File: src/fvpc_pkg.sv
// Constants, register map and state type of the flash command sequencer.
// Functional notes
// - Clearing the completion flag launches the command; flag sets again when finished.
// - Code 0x01 blank-checks all program and data memory; failure sets both fault bits.
// - Code 0x01 raises access error and does not run unless index is 000.
// - Erase-verify: any read error or blank failure sets fault bits as specified.
// - Code 0x02 takes address from words 0 and 1, checks block; index 001.
// - Code 0x02 raises access error when address names no valid block.
// - Code 0x03 takes block byte, first phrase, phrase count; index must be 010.
// - Section check errors on misaligned start, invalid address, or crossing boundary.
// - Codes 0x03, 0x04, 0x06 raise access error when mode forbids them.
// - Code 0x04 fetches one-time phrase 0 to 7 into words 2 to 5.
// - One-time read errors on bad phrase index or index not 001.
// - During one-time read, program memory reads return invalid data.
// - Code 0x06 programs words 2 to 5 at address from words 0, 1; index 101.
// - Programmed phrase is read back and compared; errors set fault bits.
// - Program errors on bad or misaligned address; protected area sets protection flag.
// - Unsupported command code sets access error and is ignored.
package fvpc_pkg;

  // ----------------------------------------------------------------------
  // Register map
  // ----------------------------------------------------------------------
  localparam logic [3:0] ADDR_STATUS = 4'h0;
  localparam logic [3:0] ADDR_PINDEX = 4'h1;
  localparam logic [3:0] ADDR_PDATA = 4'h2;
  localparam logic [3:0] ADDR_CTRL = 4'h3;
  localparam logic [3:0] ADDR_PROT = 4'h4;

  localparam int BIT_CCF = 7;
  localparam int BIT_ACC = 5;
  localparam int BIT_PVIOL = 4;
  localparam int BIT_VF_ANY = 1;
  localparam int BIT_VF_UNC = 0;
  localparam int BIT_MODE_OK = 0;
  localparam int BIT_PROT_EN = 1;

  localparam logic MODE_OK_RESET = 1'b1;
  localparam logic PROT_EN_RESET = 1'b0;
  localparam logic [7:0] PROT_FLOOR_RESET = 8'hff;

  // ----------------------------------------------------------------------
  // Commands and parameter indices
  // ----------------------------------------------------------------------
  localparam logic [7:0] CMD_VERIFY_ALL = 8'h01;
  localparam logic [7:0] CMD_VERIFY_BLOCK = 8'h02;
  localparam logic [7:0] CMD_VERIFY_SECTION = 8'h03;
  localparam logic [7:0] CMD_READ_ONCE = 8'h04;
  localparam logic [7:0] CMD_PROGRAM = 8'h06;
  localparam logic [2:0] PIDX_VERIFY_ALL = 3'h0;
  localparam logic [2:0] PIDX_VERIFY_BLOCK = 3'h1;
  localparam logic [2:0] PIDX_VERIFY_SECTION = 3'h2;
  localparam logic [2:0] PIDX_READ_ONCE = 3'h1;
  localparam logic [2:0] PIDX_PROGRAM = 3'h5;
  localparam int NUM_PARAMS = 6;
  localparam logic [2:0] PIDX_LAST = 3'h5;
  localparam logic [15:0] ONCE_LAST = 16'h0007;

  // ----------------------------------------------------------------------
  // Memory layout
  // ----------------------------------------------------------------------
  localparam logic [23:0] EE_BASE = 24'h100000;
  localparam logic [23:0] EE_LAST = 24'h100ff8;
  localparam logic [23:0] PF_BASE = 24'hfe0000;
  localparam logic [23:0] PF_LAST = 24'hfffff8;
  localparam logic [23:0] PHRASE_STEP = 24'h000008;
  localparam logic [63:0] ERASED = 64'hffffffffffffffff;

  typedef enum {S_IDLE, S_WRITE, S_READ, S_WAIT, S_EVAL} fvpc_state_t;
  typedef enum {OP_VERIFY, OP_ONCE, OP_PROGRAM} fvpc_op_t;

  typedef struct packed {
    fvpc_state_t st;
    fvpc_op_t op;
    logic ccf;
    logic acc;
    logic pviol;
    logic vf_any;
    logic vf_unc;
    logic [2:0] pidx;
    logic [NUM_PARAMS-1:0][15:0] p;
    logic mode_ok;
    logic prot_en;
    logic [7:0] prot_floor;
    logic [23:0] addr;
    logic [23:0] last;
    logic two;
    logic mem_rd;
    logic mem_wr;
    logic ifr;
    logic rd_inval;
    logic [15:0] rdata;
  } fvpc_regs_t;

endpackage : fvpc_pkg

File: src/fvpc_top.sv
// Command sequencer for verify, one-time read and phrase program operations.
//
// The address map and the address-and-strobe port are this design's own decisions.
`timescale 1ns/1ns
`default_nettype none
module fvpc_top (
  input wire logic CLK_SYS,
  input wire logic RST,
  input wire logic [3:0] ADDR,
  input wire logic [15:0] WDATA,
  input wire logic WR,
  input wire logic RD,
  output logic [15:0] RDATA,
  output logic [23:0] MEM_ADDR,
  output logic MEM_RD,
  output logic MEM_WR,
  output logic MEM_IFR,
  output logic [63:0] MEM_WDATA,
  input wire logic [63:0] MEM_RDATA,
  input wire logic MEM_ERR,
  input wire logic MEM_FATAL,
  output logic READ_INVALID,
  output logic CMD_DONE
);

  fvpc_pkg::fvpc_regs_t s;
  fvpc_pkg::fvpc_regs_t next_s;

  logic [7:0] code;
  logic [23:0] gaddr;
  logic [24:0] sect_end;
  logic in_pf;
  logic in_ee;
  logic aligned;
  logic launch;
  logic bad;
  logic blank_fail;
  logic mismatch;

  // ----------------------------------------------------------------------
  // Launch-time decode and read-data compares
  // ----------------------------------------------------------------------
  always_comb begin
    code = s.p[0][15:8];
    gaddr = {s.p[0][7:0], s.p[1]};
    sect_end = 25'({1'b0, gaddr} + {6'h00, s.p[2], 3'h0} - {1'b0, fvpc_pkg::PHRASE_STEP});
    in_pf = (gaddr >= fvpc_pkg::PF_BASE) && (gaddr <= (fvpc_pkg::PF_LAST | 24'h000007));
    in_ee = (gaddr >= fvpc_pkg::EE_BASE) && (gaddr <= (fvpc_pkg::EE_LAST | 24'h000007));
    aligned = (gaddr[2:0] == 3'h0);
    blank_fail = (MEM_RDATA != fvpc_pkg::ERASED);
    mismatch = (MEM_RDATA != {s.p[2], s.p[3], s.p[4], s.p[5]});
  end

  // ----------------------------------------------------------------------
  // Next state
  // ----------------------------------------------------------------------
  always_comb begin
    next_s = s;
    next_s.mem_rd = 1'b0;
    next_s.mem_wr = 1'b0;
    next_s.rdata = 16'h0000;
    launch = 1'b0;
    bad = 1'b0;
    if (RD) begin
      case (ADDR)
        fvpc_pkg::ADDR_STATUS: begin
          next_s.rdata[fvpc_pkg::BIT_CCF] = s.ccf;
          next_s.rdata[fvpc_pkg::BIT_ACC] = s.acc;
          next_s.rdata[fvpc_pkg::BIT_PVIOL] = s.pviol;
          next_s.rdata[fvpc_pkg::BIT_VF_ANY] = s.vf_any;
          next_s.rdata[fvpc_pkg::BIT_VF_UNC] = s.vf_unc;
        end
        fvpc_pkg::ADDR_PINDEX: next_s.rdata = {13'h0000, s.pidx};
        fvpc_pkg::ADDR_PDATA: begin
          if (s.pidx <= fvpc_pkg::PIDX_LAST) begin
            next_s.rdata = s.p[s.pidx];
          end
        end
        fvpc_pkg::ADDR_CTRL: begin
          next_s.rdata[fvpc_pkg::BIT_MODE_OK] = s.mode_ok;
          next_s.rdata[fvpc_pkg::BIT_PROT_EN] = s.prot_en;
        end
        fvpc_pkg::ADDR_PROT: next_s.rdata = {8'h00, s.prot_floor};
        default: next_s.rdata = 16'h0000;
      endcase
    end
    if (WR) begin
      case (ADDR)
        fvpc_pkg::ADDR_STATUS: begin
          if (WDATA[fvpc_pkg::BIT_ACC]) begin
            next_s.acc = 1'b0;
          end
          if (WDATA[fvpc_pkg::BIT_PVIOL]) begin
            next_s.pviol = 1'b0;
          end
          // A launch with an error flag still pending is refused, so stale
          // errors can never be mistaken for results of the new command.
          launch = WDATA[fvpc_pkg::BIT_CCF] && s.ccf && !next_s.acc && !next_s.pviol;
        end
        fvpc_pkg::ADDR_PINDEX: next_s.pidx = WDATA[2:0];
        fvpc_pkg::ADDR_PDATA: begin
          if (s.ccf && s.pidx <= fvpc_pkg::PIDX_LAST) begin
            next_s.p[s.pidx] = WDATA;
          end
        end
        fvpc_pkg::ADDR_CTRL: begin
          next_s.mode_ok = WDATA[fvpc_pkg::BIT_MODE_OK];
          next_s.prot_en = WDATA[fvpc_pkg::BIT_PROT_EN];
        end
        fvpc_pkg::ADDR_PROT: next_s.prot_floor = WDATA[7:0];
        default: begin
        end
      endcase
    end
    if (launch) begin
      next_s.vf_any = 1'b0;
      next_s.vf_unc = 1'b0;
      next_s.op = fvpc_pkg::OP_VERIFY;
      next_s.two = 1'b0;
      next_s.ifr = 1'b0;
      next_s.addr = gaddr;
      next_s.st = fvpc_pkg::S_READ;
      case (code)
        fvpc_pkg::CMD_VERIFY_ALL: begin
          bad = (s.pidx != fvpc_pkg::PIDX_VERIFY_ALL);
          next_s.addr = fvpc_pkg::EE_BASE;
          next_s.last = fvpc_pkg::EE_LAST;
          next_s.two = 1'b1;
        end
        fvpc_pkg::CMD_VERIFY_BLOCK: begin
          bad = (s.pidx != fvpc_pkg::PIDX_VERIFY_BLOCK) || !(in_pf || in_ee);
          next_s.addr = in_pf ? fvpc_pkg::PF_BASE : fvpc_pkg::EE_BASE;
          next_s.last = in_pf ? fvpc_pkg::PF_LAST : fvpc_pkg::EE_LAST;
        end
        fvpc_pkg::CMD_VERIFY_SECTION: begin
          bad = (s.pidx != fvpc_pkg::PIDX_VERIFY_SECTION) || !s.mode_ok || !aligned || !in_pf
            || (s.p[2] == 16'h0000) || (sect_end > {1'b0, fvpc_pkg::PF_LAST});
          next_s.last = sect_end[23:0];
        end
        fvpc_pkg::CMD_READ_ONCE: begin
          bad = (s.pidx != fvpc_pkg::PIDX_READ_ONCE) || !s.mode_ok || (s.p[1] > fvpc_pkg::ONCE_LAST);
          next_s.op = fvpc_pkg::OP_ONCE;
          next_s.ifr = !bad;
          next_s.rd_inval = !bad;
          next_s.addr = {5'h00, s.p[1], 3'h0};
        end
        fvpc_pkg::CMD_PROGRAM: begin
          bad = (s.pidx != fvpc_pkg::PIDX_PROGRAM) || !s.mode_ok || !in_pf || !aligned;
          next_s.op = fvpc_pkg::OP_PROGRAM;
          next_s.st = fvpc_pkg::S_WRITE;
          if (!bad && s.prot_en && (gaddr[17:10] >= s.prot_floor)) begin
            next_s.pviol = 1'b1;
            next_s.st = fvpc_pkg::S_IDLE;
          end
        end
        default: bad = 1'b1;
      endcase
      if (bad) begin
        next_s.acc = 1'b1;
        next_s.st = fvpc_pkg::S_IDLE;
      end else if (next_s.st != fvpc_pkg::S_IDLE) begin
        next_s.ccf = 1'b0;
      end
    end
    case (s.st)
      fvpc_pkg::S_IDLE: begin
      end
      fvpc_pkg::S_WRITE: begin
        next_s.mem_wr = 1'b1;
        next_s.st = fvpc_pkg::S_READ;
      end
      fvpc_pkg::S_READ: begin
        next_s.mem_rd = 1'b1;
        next_s.st = fvpc_pkg::S_WAIT;
      end
      fvpc_pkg::S_WAIT: next_s.st = fvpc_pkg::S_EVAL;
      fvpc_pkg::S_EVAL: begin
        next_s.st = fvpc_pkg::S_IDLE;
        case (s.op)
          fvpc_pkg::OP_VERIFY: begin
            next_s.vf_any = s.vf_any | MEM_ERR | MEM_FATAL | blank_fail;
            next_s.vf_unc = s.vf_unc | MEM_FATAL | blank_fail;
            if (s.addr != s.last) begin
              next_s.addr = s.addr + fvpc_pkg::PHRASE_STEP;
              next_s.st = fvpc_pkg::S_READ;
            end else if (s.two) begin
              next_s.two = 1'b0;
              next_s.addr = fvpc_pkg::PF_BASE;
              next_s.last = fvpc_pkg::PF_LAST;
              next_s.st = fvpc_pkg::S_READ;
            end
          end
          fvpc_pkg::OP_ONCE: begin
            next_s.p[2] = MEM_RDATA[63:48];
            next_s.p[3] = MEM_RDATA[47:32];
            next_s.p[4] = MEM_RDATA[31:16];
            next_s.p[5] = MEM_RDATA[15:0];
            next_s.vf_any = MEM_ERR | MEM_FATAL;
            next_s.vf_unc = MEM_FATAL;
          end
          default: begin
            next_s.vf_any = MEM_ERR | MEM_FATAL | mismatch;
            next_s.vf_unc = MEM_FATAL;
          end
        endcase
        if (next_s.st == fvpc_pkg::S_IDLE) begin
          next_s.ccf = 1'b1;
          next_s.ifr = 1'b0;
          next_s.rd_inval = 1'b0;
        end
      end
      default: next_s.st = fvpc_pkg::S_IDLE;
    endcase
  end

  // ----------------------------------------------------------------------
  // State register
  // ----------------------------------------------------------------------
  always_ff @(posedge CLK_SYS) begin
    if (RST) begin
      s <= '0;
      s.st <= fvpc_pkg::S_IDLE;
      s.op <= fvpc_pkg::OP_VERIFY;
      s.ccf <= 1'b1;
      s.mode_ok <= fvpc_pkg::MODE_OK_RESET;
      s.prot_en <= fvpc_pkg::PROT_EN_RESET;
      s.prot_floor <= fvpc_pkg::PROT_FLOOR_RESET;
    end else begin
      s <= next_s;
    end
  end

  // Every output is a field of the state register.
  assign RDATA = s.rdata;
  assign MEM_ADDR = s.addr;
  assign MEM_RD = s.mem_rd;
  assign MEM_WR = s.mem_wr;
  assign MEM_IFR = s.ifr;
  assign MEM_WDATA = {s.p[2], s.p[3], s.p[4], s.p[5]};
  assign READ_INVALID = s.rd_inval;
  assign CMD_DONE = s.ccf;

endmodule : fvpc_top
`default_nettype wire

File: config.mk
export PLATFORM = sky130hd
export DESIGN_NAME = fvpc_top
export DESIGN_NICKNAME = d
export VERILOG_FILES = /design/src/fvpc_pkg.sv /design/src/fvpc_top.sv
export SDC_FILE = /design/constraint.sdc
export NUM_CORES = 1
export LEC_CHECK = 0
export BUFFER_PORTS_ARGS = -buffer_cell sky130_fd_sc_hd__buf_4
export CORE_ASPECT_RATIO = 0.7
export CORE_UTILIZATION = 60
export DETAILED_ROUTE_END_ITERATION = 6
export GPL_ROUTABILITY_DRIVEN = 0
export MAX_ROUTING_LAYER = met4
export PLACE_DENSITY = 0.84
export SYNTH_ARGS = -nofsm -noshare
export SYNTH_HDL_FRONTEND = slang
export SYNTH_SLANG_ARGS = --single-unit
File: constraint.sdc
create_clock -name CLK_SYS -period 7.91 [get_ports CLK_SYS]
set_clock_uncertainty 0.1 [all_clocks]
set_input_delay 1.582 -clock CLK_SYS [delete_from_list [all_inputs] [get_ports CLK_SYS]]
set_output_delay 1.582 -clock CLK_SYS [all_outputs]
set_load 0.01 [all_outputs]
# Word-level counts from Yosys, hierarchy flattened
# Cells that the tools add are included.
# totals
output_inout_bits	109
word_cells	181
ff_bits	247
# classes
eq_ne	21
n_reduce_logical	44
muxes	67
bitwise_logic	10
n_addsub	3
magnitude_cmp	10
# ops
op	count
2-to-1 mux 49 bit	4
2-to-1 mux 32 bit	6
2-to-1 mux 96 bit	2
case mux 32 bit (5 select lines)	1
case mux 24 bit (3 select lines)	2
2-to-1 mux 64 bit	2
2-to-1 mux 106 bit	1
bitwise mux 96 bit	1
logical NOT 32 bit	3
2-to-1 mux 24 bit	3
2-to-1 mux 69 bit	1
equality test 32 x 1 -> 1 bit, second input constant	2
equality test 32 x 2 -> 1 bit, second input constant	2
!= test 64 bit	1
!= test 64 bit, second input constant	1
binary-select mux 16 bit (select 3 bit)	1
demux 16 bit (select 3 bit)	1
equality test 32 x 3 -> 1 bit, second input constant	1
2-to-1 mux 16 bit	2
nonzero test 32 bit	1
adder 24 x 19 -> 25 bit	1
greater-than comparator 25 x 24 -> 1 bit, second input constant	1
2-to-1 mux 25 bit	1
subtractor 25 x 4 -> 25 bit, second input constant	1
other kinds (44)	113

# Longest topological paths before layout
# Gate-level depths: netlist (run 1).
# logic_depth
depth_word	17
ltp_mapped	14
ltp_nobuf	14

# Worst setup path before layout (run 1)
# Ideal clock, no wire load.
# synth_timing
kind	input -> register
start	input ADDR[0]
end	register s[42] (netlist bit)
setup_ps	146
cell_stages	9
n_path_buf	2
arrival_ps	3423
setup_slack_ps	4241
path_cell_list	buf_2 or3_4 nor3b_2 and4_1 buf_4 o211ai_4 or3_1 o22ai_1 a211oi_1
# synth_via
elab_chain_len	8
# synth_rtl
item	line	rtl
start, declared	fvpc_top.sv:9	input wire logic [3:0] ADDR,
logical NOT 4 bit *	fvpc_top.sv:88	case (ADDR)
2-to-1 mux 1 bit *	fvpc_top.sv:88	
2-to-1 mux 1 bit *	fvpc_top.sv:87	if (WR) begin
2-to-1 mux 49 bit *	fvpc_top.sv:115	if (launch) begin
2-to-1 mux 49 bit	fvpc_top.sv:186	end else if (s.two) begin
2-to-1 mux 25 bit	fvpc_top.sv:183	if (s.addr != s.last) begin
2-to-1 mux 49 bit	fvpc_top.sv:179	case (s.op)
2-to-1 mux 49 bit *	fvpc_top.sv:165	case (s.st)
end signal, assigned	fvpc_top.sv:229	s <= next_s;
end, declared	fvpc_top.sv:26	fvpc_pkg::fvpc_regs_t s;
# Every way passes the cells marked *; elsewhere a longest branch is shown, timed or not.
# A chain may end at the register's enable or synchronous reset.

# Final worst setup path (run 1)
# layout_timing
start	register s, in the netlist MEM_WDATA[49]
end	register s[181] (netlist bit)
# layout_via
elab_chain_len	8
word_cells_on_any_way	10
cone_classes	2 x add/sub; 1 x order compare; 4 x mux; 3 x reduce/logical
# layout_rtl
item	line	rtl
adder 24 x 19 -> 25 bit	fvpc_top.sv:46	sect_end = 25'({1'b0, gaddr} + {6'h00, s.p[2], 3'h0} - {1'b0, fvpc_pkg::PHRASE_STEP});
subtractor 25 x 4 -> 25 bit	fvpc_top.sv:46	
greater-than comparator 25 x 24 -> 1 bit	fvpc_top.sv:137	|| (s.p[2] == 16'h0000) || (sect_end > {1'b0, fvpc_pkg::PF_LAST});
logical OR 1 bit *	fvpc_top.sv:137	
case mux 1 bit (5 select lines) *	fvpc_top.sv:123	case (code)
2-to-1 mux 1 bit *	fvpc_top.sv:115	
2-to-1 mux 1 bit *	fvpc_top.sv:158	if (bad) begin
2-to-1 mux 69 bit *	fvpc_top.sv:115	
# Every way passes the cells marked *; elsewhere a longest branch is shown, timed or not. The select of a mux whose other input is x is not followed.

==> results by stage, run 1 <==
Run status:
- The run finished with clean final reports.

Pwr:
- The cell internal power dissipation is 1500 uW.
- Dividing total power by cell area gives a power density of 143 nW/um^2.
- The leakage power figure is 0.00546 uW.
- The combinational share of power is ~8.2%.
- Across the VDD grid, the largest voltage drop is around 0.00016 V.
- The sequential share of power is 46.9%.
- The clock network is responsible for roughly 45% of the overall power.
- Net switching is 26.0% of the power.
- Summed over all nets, the switching power comes to around 530 uW.

Yosys:
- The mean instance size in the synthesized netlist is 8.07 um^2.
- The number of flops mapped to enable cells by yosys is 0.
- After synthesis, the cell types taking the most area are sky130_fd_sc_hd__dfxtp_1 29%, sky130_fd_sc_hd__mux2i_1 6.9%, sky130_fd_sc_hd__buf_4 6.3%.
- The net count of the mapped netlist is 1742.
- The commonest cells after synthesis are 188 x sky130_fd_sc_hd__dfxtp_1, 179 x sky130_fd_sc_hd__nor2_1, 138 x sky130_fd_sc_hd__nand2_1.
- The cell type contributing the most total cell area after synthesis is sky130_fd_sc_hd__dfxtp_1.
- Of the synthesized area, sequential elements account for just under 30%.
- The proportion of synthesized flip-flops having asynchronous set or reset is 0%.
- The flop and latch count out of synthesis is around 190.
- Yosys printed 0 warnings.
- Synthesis produced 1600 cells.
- The fraction of post-synthesis cell area in the top cell type by area is 29.1%.
- In this run the cell area of the synthesized design comes to approximately 13000 um^2.
- The number of distinct library cells after synthesis is 81.
- The prevailing post-synth register cell is sky130_fd_sc_hd__dfxtp_1.
- Yosys instantiated no cell more often than sky130_fd_sc_hd__dfxtp_1.

Global route:
- The first global-routing pass estimated 66.5 mm of wire.
- The initial antenna violation count is 1.
- The number of global-route vias before repair is 11600.
- The remaining global-route overflow is 0.
- The maximum number of pins on one net before global-route repair is 100.
- Global routing used 40.6% of the available tracks across all layers.

Die:
- 199 I/O pins were placed.
- The total die area is around 22000 um^2.
- Measured along the y axis, the die boundary spans 125 um.
- The floorplan has 44 rows.
- The core region is 20900 um^2.
- The initial utilization of the core area, before any placement, comes to 61.7%.
- The die width is 177 um.

Timing:
- Setup repair after global routing left no endpoint under its margin.
- Measured against its own limit, the worst slew margin works out to 14.5%.
- The setup total negative slack is 0 ns.
- Hold is met by 0.373 ns.
- The shortest period the worst path allows is about 4.0 ns.
- The number of hold violations in the final report was 0.
- The count of pins over their slew limit is 0.
- The share of the clock period used by the worst path is 50.4%.
- For the pin with the worst max-slew slack, the measured transition is 1.28 ns.
- Setup slack on the critical path of the routed design comes to 3.92 ns.
- For this run, the top clock speed supported by timing is 0.251 GHz.
- The total of endpoints with negative setup slack in the final report is 0.

Drt:
- In this run, the number of DRC markers left after iteration 0 of detailed routing was roughly 2100.
- The average detailed-routed wire length per instance is 23.3 um.
- The first-pass iteration count of the detailed router is 7.
- The number of vias per cell after detailed routing is 6.63.
- For this run, design rule violations remaining after detail routing come to 0.
- The remaining antenna violation count is 0.
- The routed layout has 12800 vias.
- The aggregate routed wire length is about 45 mm.

Finish:
- The utilization after layout is 67.9%.
- The fraction of final layout cells sized beyond drive strength 1 is 16.8%.
- The layout-stage area growth over the synthesis result is 10.1%.
- After filler insertion, the fill cell instance count of the layout stands at 1697.
- After routing the design area is 14200 um^2.
- The number of nets in the layout is 1776.

CTS:
- The tree is rooted in a sky130_fd_sc_hd__clkbuf_16.
- CTS built an H-tree with a depth of 4.
- In this run, post-CTS repair resized a total of 0 instances.
- The CTS tree is built.
- The number of buffers added to fix hold violations after cts is 0.
- For the worst-skew pair, the clock arrives at the later sink with an insertion delay of about 0.46 ns.
- The number of clock buffers added by TritonCTS is 17.
- The maximum buffer depth of the clock tree is 2.
- The clock drives approximately 190 sinks.
- After clock tree synthesis, the clock-pin slew on the worst setup and hold paths is about 0.070 ns.
- Buffers added to address setup during post-CTS repair amount to 0.

Setup path:
- The sort of element at the end of the critical path is a flop.
- Measured in cells, the most critical reg-to-reg path has a length of 14.
- The launch instance of the worst register-to-register path is MEM_WDATA[49].
- The worst setup path is launched from a flop.
- At the worst endpoint, the arrival time is 4.17 ns.
- In this run the register-to-register setup slack is 3.92 ns.
- In this run the worst path has a maximum fanout of 5.
- The worst setup path category is flop to flop.
- In this run the critical register-to-register path is captured at s[181].
- The critical path data required time is 8.09 ns.

Min path:
- Counting instances, the worst hold path has a depth of 2.
- The worst hold-check path type is flop to flop.
- The startpoint identified for the worst hold timing path is MEM_IFR.
- The worst min-delay path endpoint is MEM_IFR.

Placed design:
- After detailed placement, the total cell area comes to 13600 um^2.
- The count of port buffers added during placement is ~200.
- The minimum setup slack after placement is 3.75 ns.
- After legalization and detailed placement, the total HPWL measured between 30 and 40 mm.

Flow run:
- Max-cap violations in this run came to 0.
-- placed cells by master, fill, tap and decap left out, drive strengths merged, types with 15 or more instances in the layout --
| cell | n |
|---|---|
| buf | 206 |
| dfxtp | 188 |
| nor2 | 182 |
| nand2 | 138 |
| a21oi | 119 |
| inv | 102 |
| mux2i | 89 |
| a211oi | 84 |
| xnor2 | 64 |
| ha | 51 |
| xor2 | 44 |
| o21ai | 44 |
| nand4 | 42 |
| nand3 | 30 |
| nor3 | 26 |
| nor4 | 25 |
| clkbuf | 20 |
| nor2b | 16 |
| mux4 | 16 |
| o22a | 15 |
-- power by group through the flow --
| stage | registers (uW) | logic (uW) | clock network, uW |
|---|---|---|---|
| finish | 953 | 167 | 912 |
| global route | 953 | 169 | 942 |
| CTS | 953 | 157 | 901 |
| detailed placement | 975 | 155 | 0 |
| global placement | 975 | 153 | 0 |
| floorplan | 973 | 74.5 | 0 |
-- cell type report --
type	count	area, um^2	share of cell area [%]
Clock buffer	20	457	3.21
Inverter	96	360	2.53
Timing Repair Buffer	206	1550	10.9
Tap cell	276	345	2.43
Sequential cell	188	3760	26.5
Multi-Input combinational cell	1125	7590	53.4
Antenna cell	1	2.50	0.0176
Clock inverter	12	149	1.05
-- worst max-delay path, stage by stage, from the launching register on --
cell and delay, ns:
sky130_fd_sc_hd__dfxtp_1 0.55, sky130_fd_sc_hd__inv_1 0.22, sky130_fd_sc_hd__ha_1 0.35, sky130_fd_sc_hd__inv_1 0.05, sky130_fd_sc_hd__ha_1 0.23, sky130_fd_sc_hd__inv_1 0.08, sky130_fd_sc_hd__fa_1 0.18, sky130_fd_sc_hd__nor2b_1 0.08
sky130_fd_sc_hd__o31a_1 0.30, sky130_fd_sc_hd__o211ai_2 0.22, sky130_fd_sc_hd__a21boi_2 0.12, sky130_fd_sc_hd__or4_4 0.49, sky130_fd_sc_hd__a221oi_2 0.50, sky130_fd_sc_hd__o22a_1 0.27, sky130_fd_sc_hd__a21oi_1 0.08
-- routing by layer --
layer	GRT usage (%)	share of wire (%)	wire length [um]	up-vias
met1	54.3	39	17500	5907
met2	53.9	39	17600	1023
met3	17.4	18	7890	222
met4	14.0	4.3	1910	0
met5	-	0	0	-
li1	-	-	-	5613
-- state kept, by name, indices dropped and copies added, names as in the netlist --
register      flops
MEM_IFR           1
CMD_DONE          1
code              8
MEM_ADDR         24
MEM_RD            1
READ_INVALID      1
MEM_WR            1
s                47
gaddr            24
RDATA            16
MEM_WDATA        64
-- worst max-delay path by stage --
stage,start,end,slack (ns),depth (start not counted)
after detailed placement,ADDR[2],MEM_WDATA[38],3.75,9
after global placement,ADDR[0],s[42],3.86,8
final,MEM_WDATA[49],s[181],3.92,14
after CTS,MEM_WDATA[49],s[181],4.10,14
after global routing,MEM_WDATA[49],s[181],3.89,14
after floorplan,ADDR[0],s[42],4.24,9
-- cells by family (layout without fill, tap and decap cells) --
kind of cell    count (synthesis)  count (layout)  synth area share (%)
simple gates                  513             513                  19.1
compound gates                347             347                  17.6
buf+inv                       287             334                  12.1
flops                         188             188                  29.1
xor+xnor                      108             108                  7.33
mux                           105             105                  9.72
fa+ha+maj                      52              52                  5.10
other cells                     0               1                     0
-- through the flow --
step	instances	total power (uW)
after floorplan	1600	1050
after global placement	1891	1130
after global routing	1924	2060
after CTS	1923	2010
after detailed placement	1891	1130
final	1924	2030
No activity file was read; power rests on OpenSTA's default activity.
==> run 2: changes to the inputs <==
--- a/config.mk
+++ b/config.mk
@@ -5,13 +5,14 @@
 export SDC_FILE = /design/constraint.sdc
 export NUM_CORES = 1
 export LEC_CHECK = 0
+export ABC_AREA = 1
 export BUFFER_PORTS_ARGS = -buffer_cell sky130_fd_sc_hd__buf_4
 export CORE_ASPECT_RATIO = 0.7
-export CORE_UTILIZATION = 60
+export CORE_UTILIZATION = 53
 export DETAILED_ROUTE_END_ITERATION = 6
 export GPL_ROUTABILITY_DRIVEN = 0
 export MAX_ROUTING_LAYER = met4
-export PLACE_DENSITY = 0.84
+export PLACE_DENSITY = 0.78
 export SYNTH_ARGS = -nofsm -noshare
 export SYNTH_HDL_FRONTEND = slang
 export SYNTH_SLANG_ARGS = --single-unit
==> constraint.sdc (replaced) <==
create_clock -name CLK_SYS -period 3.3 [get_ports CLK_SYS]
set_clock_uncertainty 0.1 [all_clocks]
set_input_delay 0.66 -clock CLK_SYS [delete_from_list [all_inputs] [get_ports CLK_SYS]]
set_output_delay 0.66 -clock CLK_SYS [all_outputs]
set_load 0.01 [all_outputs]
==> run 2 against run 1 <==
The run now ends with DRC left. Sequential power up 140%. Largest cell class unchanged. Global-route usage decreased by 0.31 points. Utilization decreased by 7.1 points. Die area rose by 22%. Non-clock buffer count rose by 33. Cell count is 35% higher. Sequential cell count is the same.
==> results by stage, run 2 <==
Timing:
- The shortest period the worst path allows is 3.06 ns (-0.927 ns).
- The share of the clock period used by the worst path is 92.8% (+42 points).
- The worst slew margin relative to its limit was 16.2% (+1.7 points).
- The count of pins over their slew limit is 0 (unchanged).
- The total of endpoints with negative setup slack in the final report is 0 (unchanged).
- The slew at the pin closest to its max-slew limit is 1.25 ns (-0.0297 ns).
- Setup repair after global routing left no endpoint under its margin.
- The top achievable clock speed is 0.326 GHz (+30%).
- The number of hold violations in the final report is 0 (unchanged).
- The setup total negative slack is 0 ns (unchanged).
- The hold slack was 0.351 ns (-0.0224 ns).

Drt:
- The vias after detailed routing came to 15500 (+22%).
- The met3 wire length is 10.1 mm (+28%).
- The aggregate routed wire length is 53.8 mm (+20%).
- The first-pass iteration count of the detailed router is 7 (unchanged).
- The total length of routed met2 wires is 20.8 mm (+18%).
- The number of DRC violations after detailed routing is 12 (+12).
- The violation count after the first detailed-routing iteration was 2661 (+28%).
- The uppermost layer routed is met4.
- The remaining antenna violation count was 0 (unchanged).
- The number of vias per cell after detailed routing is 6.00 (-9.6%).
- The average detailed-routed wire length per instance is 20.8 um (-11%).
- The met1 layer wirelength in the final routing is 21.5 mm (+23%).

CTS:
- The buffer count from post-CTS setup fixing is 0 (unchanged).
- The clock latency on the worst-skew pair is 0.46 ns (about the same).
- The clock sink total is 188 (unchanged).
- The maximum buffer depth of the clock tree is 2 (unchanged).
- The post-cts sizing count is 0 (unchanged).
- The number of buffers added to fix hold violations after cts came to 0 (unchanged).
- The clock-pin slew on the worst setup and hold paths is 0.07 ns (about the same).
- The cell at the root of the clock tree is sky130_fd_sc_hd__clkbuf_16.
- The CTS tree is built.
- The number of buffers inserted during clock tree synthesis came to 17 (unchanged).
- The H-tree level count is 4 (unchanged).

Yosys:
- The net count of the mapped netlist came to 2288 (+31%).
- The fraction of post-synthesis cell area in the top cell type by area is 26.9% (-2.2 points).
- The proportion of synthesized flip-flops having asynchronous set or reset is 0% (unchanged).
- The most common cell in the netlist is sky130_fd_sc_hd__nand2_1.
- The flop and latch count out of synthesis was 188 (unchanged).
- The instance count of the mapped netlist was 2146 (+34%).
- The warning count from the yosys run is 0 (unchanged).
- The mean instance size in the synthesized netlist is 6.52 um^2 (-19%).
- The number of flops mapped to enable cells by yosys came to 0 (unchanged).
- The netlist area before placement is 14000 um^2 (+8.4%).
- The number of distinct library cells after synthesis came to 55 (-32%).
- The most used flip-flop cell after synthesis is sky130_fd_sc_hd__dfxtp_1.
- The synthesized design spends more area on one cell type than any other, namely sky130_fd_sc_hd__dfxtp_1.
- In the post-synthesis netlist, the biggest area contributors are sky130_fd_sc_hd__dfxtp_1 27%, sky130_fd_sc_hd__nand2_1 11%, sky130_fd_sc_hd__inv_1 8.5%.
- The register area share after synthesis was 26.9% (-2.2 points).
- The commonest cells after synthesis are 422 x sky130_fd_sc_hd__nand2_1, 318 x sky130_fd_sc_hd__inv_1, 191 x sky130_fd_sc_hd__o21ai_0.

Global route:
- The total routing resource utilization after global routing is 40.3% (-0.31 points).
- The number of global-route vias before repair is 13700 (+18%).
- The remaining global-route overflow is 0 (unchanged).
- The maximum number of pins on one net before global-route repair is 82 (-18%).
- The first-pass GRT wire length came to 79.9 mm (+20%).
- The initial antenna violation count is 2 (+1).

Pwr:
- The maximum vdd ir drop came to 0.000366 V (+130%).
- The ratio of total power to cell area is 323 nW/um^2 (+130%).
- The leakage power figure was 0.00741 uW (+36%).

Setup path:
- The highest fanout seen on the critical path is 6 (+1).
- The arrival time at the worst endpoint came to 3.35 ns (-0.82 ns).
- The startpoint type of the worst setup path is a flop.
- The launch instance of the worst register-to-register path is MEM_WDATA[49].
- The setup slack on the worst flop-to-flop path is 0.24 ns (-3.68 ns).
- The critical path data required time came to 3.59 ns (-4.50 ns).
- The worst setup path is captured at a flop.
- The origin of the worst setup path is MEM_WDATA[49].
- The worst setup path category is flop to flop.

Run status:
- The checks that failed: DRC.
- The run finished, with violations left.

Placed design:
- The placed wire-length estimate after detailed placement was 41.4 mm (+27%).
- The count of port buffers added during placement is 198 (unchanged).

Finish:
- In the layout the commonest cells are 422 x sky130_fd_sc_hd__nand2_1, 317 x sky130_fd_sc_hd__inv_1, 238 x sky130_fd_sc_hd__buf_4.
- The most common cell after layout, fill and taps aside is sky130_fd_sc_hd__nand2_1.
- The fraction of final layout cells sized beyond drive strength 1 came to 14.5% (-2.3 points).
- The area used by sequential logic in the layout was 3760 um^2 (about the same).
- The number of nets in the layout is 2359 (+33%).
- The combined area of the multi-input logic cells is 7830 um^2 (+3.1%).
- The utilization after layout is 60.8% (-7.1 points).
- The number of flip-flops under the largest register name was 64 (unchanged).
- The number of inserted filler cells in the final layout is 2412 (+42%).
- Compared with the post-synthesis result, the final layout area differs by 12.2%.

Min path:
- The min-delay analysis places its worst path in the category flop to flop.
- The source of the worst hold timing path is s[217].

Die:
- The die height is 138 um (+11%).
- The number of placement rows is 49 (+11%).
- The total die area is 27100 um^2 (+22%).
- The die width is 196 um (+11%).
- The number of ports placed on the die boundary is 199 (unchanged).
- The initial cell density of the core is 54.2% (-7.5 points).
- The standard cell core area came to 25800 um^2 (+23%).

Flow run:
- The number of maximum-capacitance constraint violations was 0 (unchanged).
run 2: critical path, cell delays in order (launching register included):
cell and delay [ns]:
sky130_fd_sc_hd__dfxtp_1 0.47, sky130_fd_sc_hd__inv_1 0.12, sky130_fd_sc_hd__ha_1 0.31, sky130_fd_sc_hd__inv_1 0.06
sky130_fd_sc_hd__ha_1 0.13, sky130_fd_sc_hd__inv_1 0.06, sky130_fd_sc_hd__fa_1 0.40, sky130_fd_sc_hd__o21ai_0 0.18
sky130_fd_sc_hd__buf_4 0.18, sky130_fd_sc_hd__nand2_1 0.06, sky130_fd_sc_hd__nand2_1 0.14, sky130_fd_sc_hd__nand2_1 0.07
sky130_fd_sc_hd__nand2_1 0.11, sky130_fd_sc_hd__nand2_1 0.08, sky130_fd_sc_hd__nand3_1 0.10, sky130_fd_sc_hd__nand3_1 0.09
sky130_fd_sc_hd__nand2_1 0.11, sky130_fd_sc_hd__nand2_1 0.07, sky130_fd_sc_hd__a21oi_1 0.14
run 2: logic make-up (layout without fill, tap and decap cells):
logic type / Yosys count / in the layout / synth area share [%]
other: 0 / 3 / 0
adder cells (fa/ha/maj): 52 / 52 / 4.70
multiplexers: 8 / 8 / 0.572
AO/OA/AOI/OAI: 494 / 494 / 20.5
flip-flops: 188 / 188 / 26.9
AND/OR/NAND/NOR: 811 / 811 / 25.4
buffers and inverters: 517 / 601 / 17.2
XOR/XNOR: 76 / 76 / 4.76
run 2: metrics by stage:
stage / total power [uW] / cell area, um^2 / setup slack, ns / std cells
2_1_floorplan: 2600 / 14000 / 0.681 / 2146
3_3_place_gp: 2850 / 15100 / 0.439 / 2555
3_5_place_dp: 2860 / 15100 / 0.406 / 2555
4_1_cts: 5030 / 15700 / 0.334 / 2587
5_1_grt: 5170 / 15700 / 0.0642 / 2589
6_report: 5080 / 15700 / 0.236 / 2590
run 2: where the power goes:
part           leakage [uW]  total (uW)  switching, uW  internal [uW]
registers           0.00152        2290           15.5           2280
clock network      0.000291        2240            992           1240
logic               0.00560         545            359            186
run 2: metal layers:
layer / vias up / GRT usage, %
met5: - / -
met4: 0 / 10.7
met3: 167 / 16.4
met2: 1239 / 53.7
met1: 7083 / 55.3
li1: 7049 / -
run 2: worst paths after layout:
check,to,depth (start not counted)
setup / recovery,s[43],18
hold / removal,s[217],1
setup reg to reg,s[43],18
hold reg to reg,s[217],1
run 2: cell type report:
type                       instances  area share (%)
multi-input combinational       1441            49.9
sequential                       188            24.0
timing repair buffer             239            11.5
inverter                         330            7.91
clock buffer                      24            3.01
tap                              357            2.85
clock inverter                     8           0.837
antenna                            3          0.0478
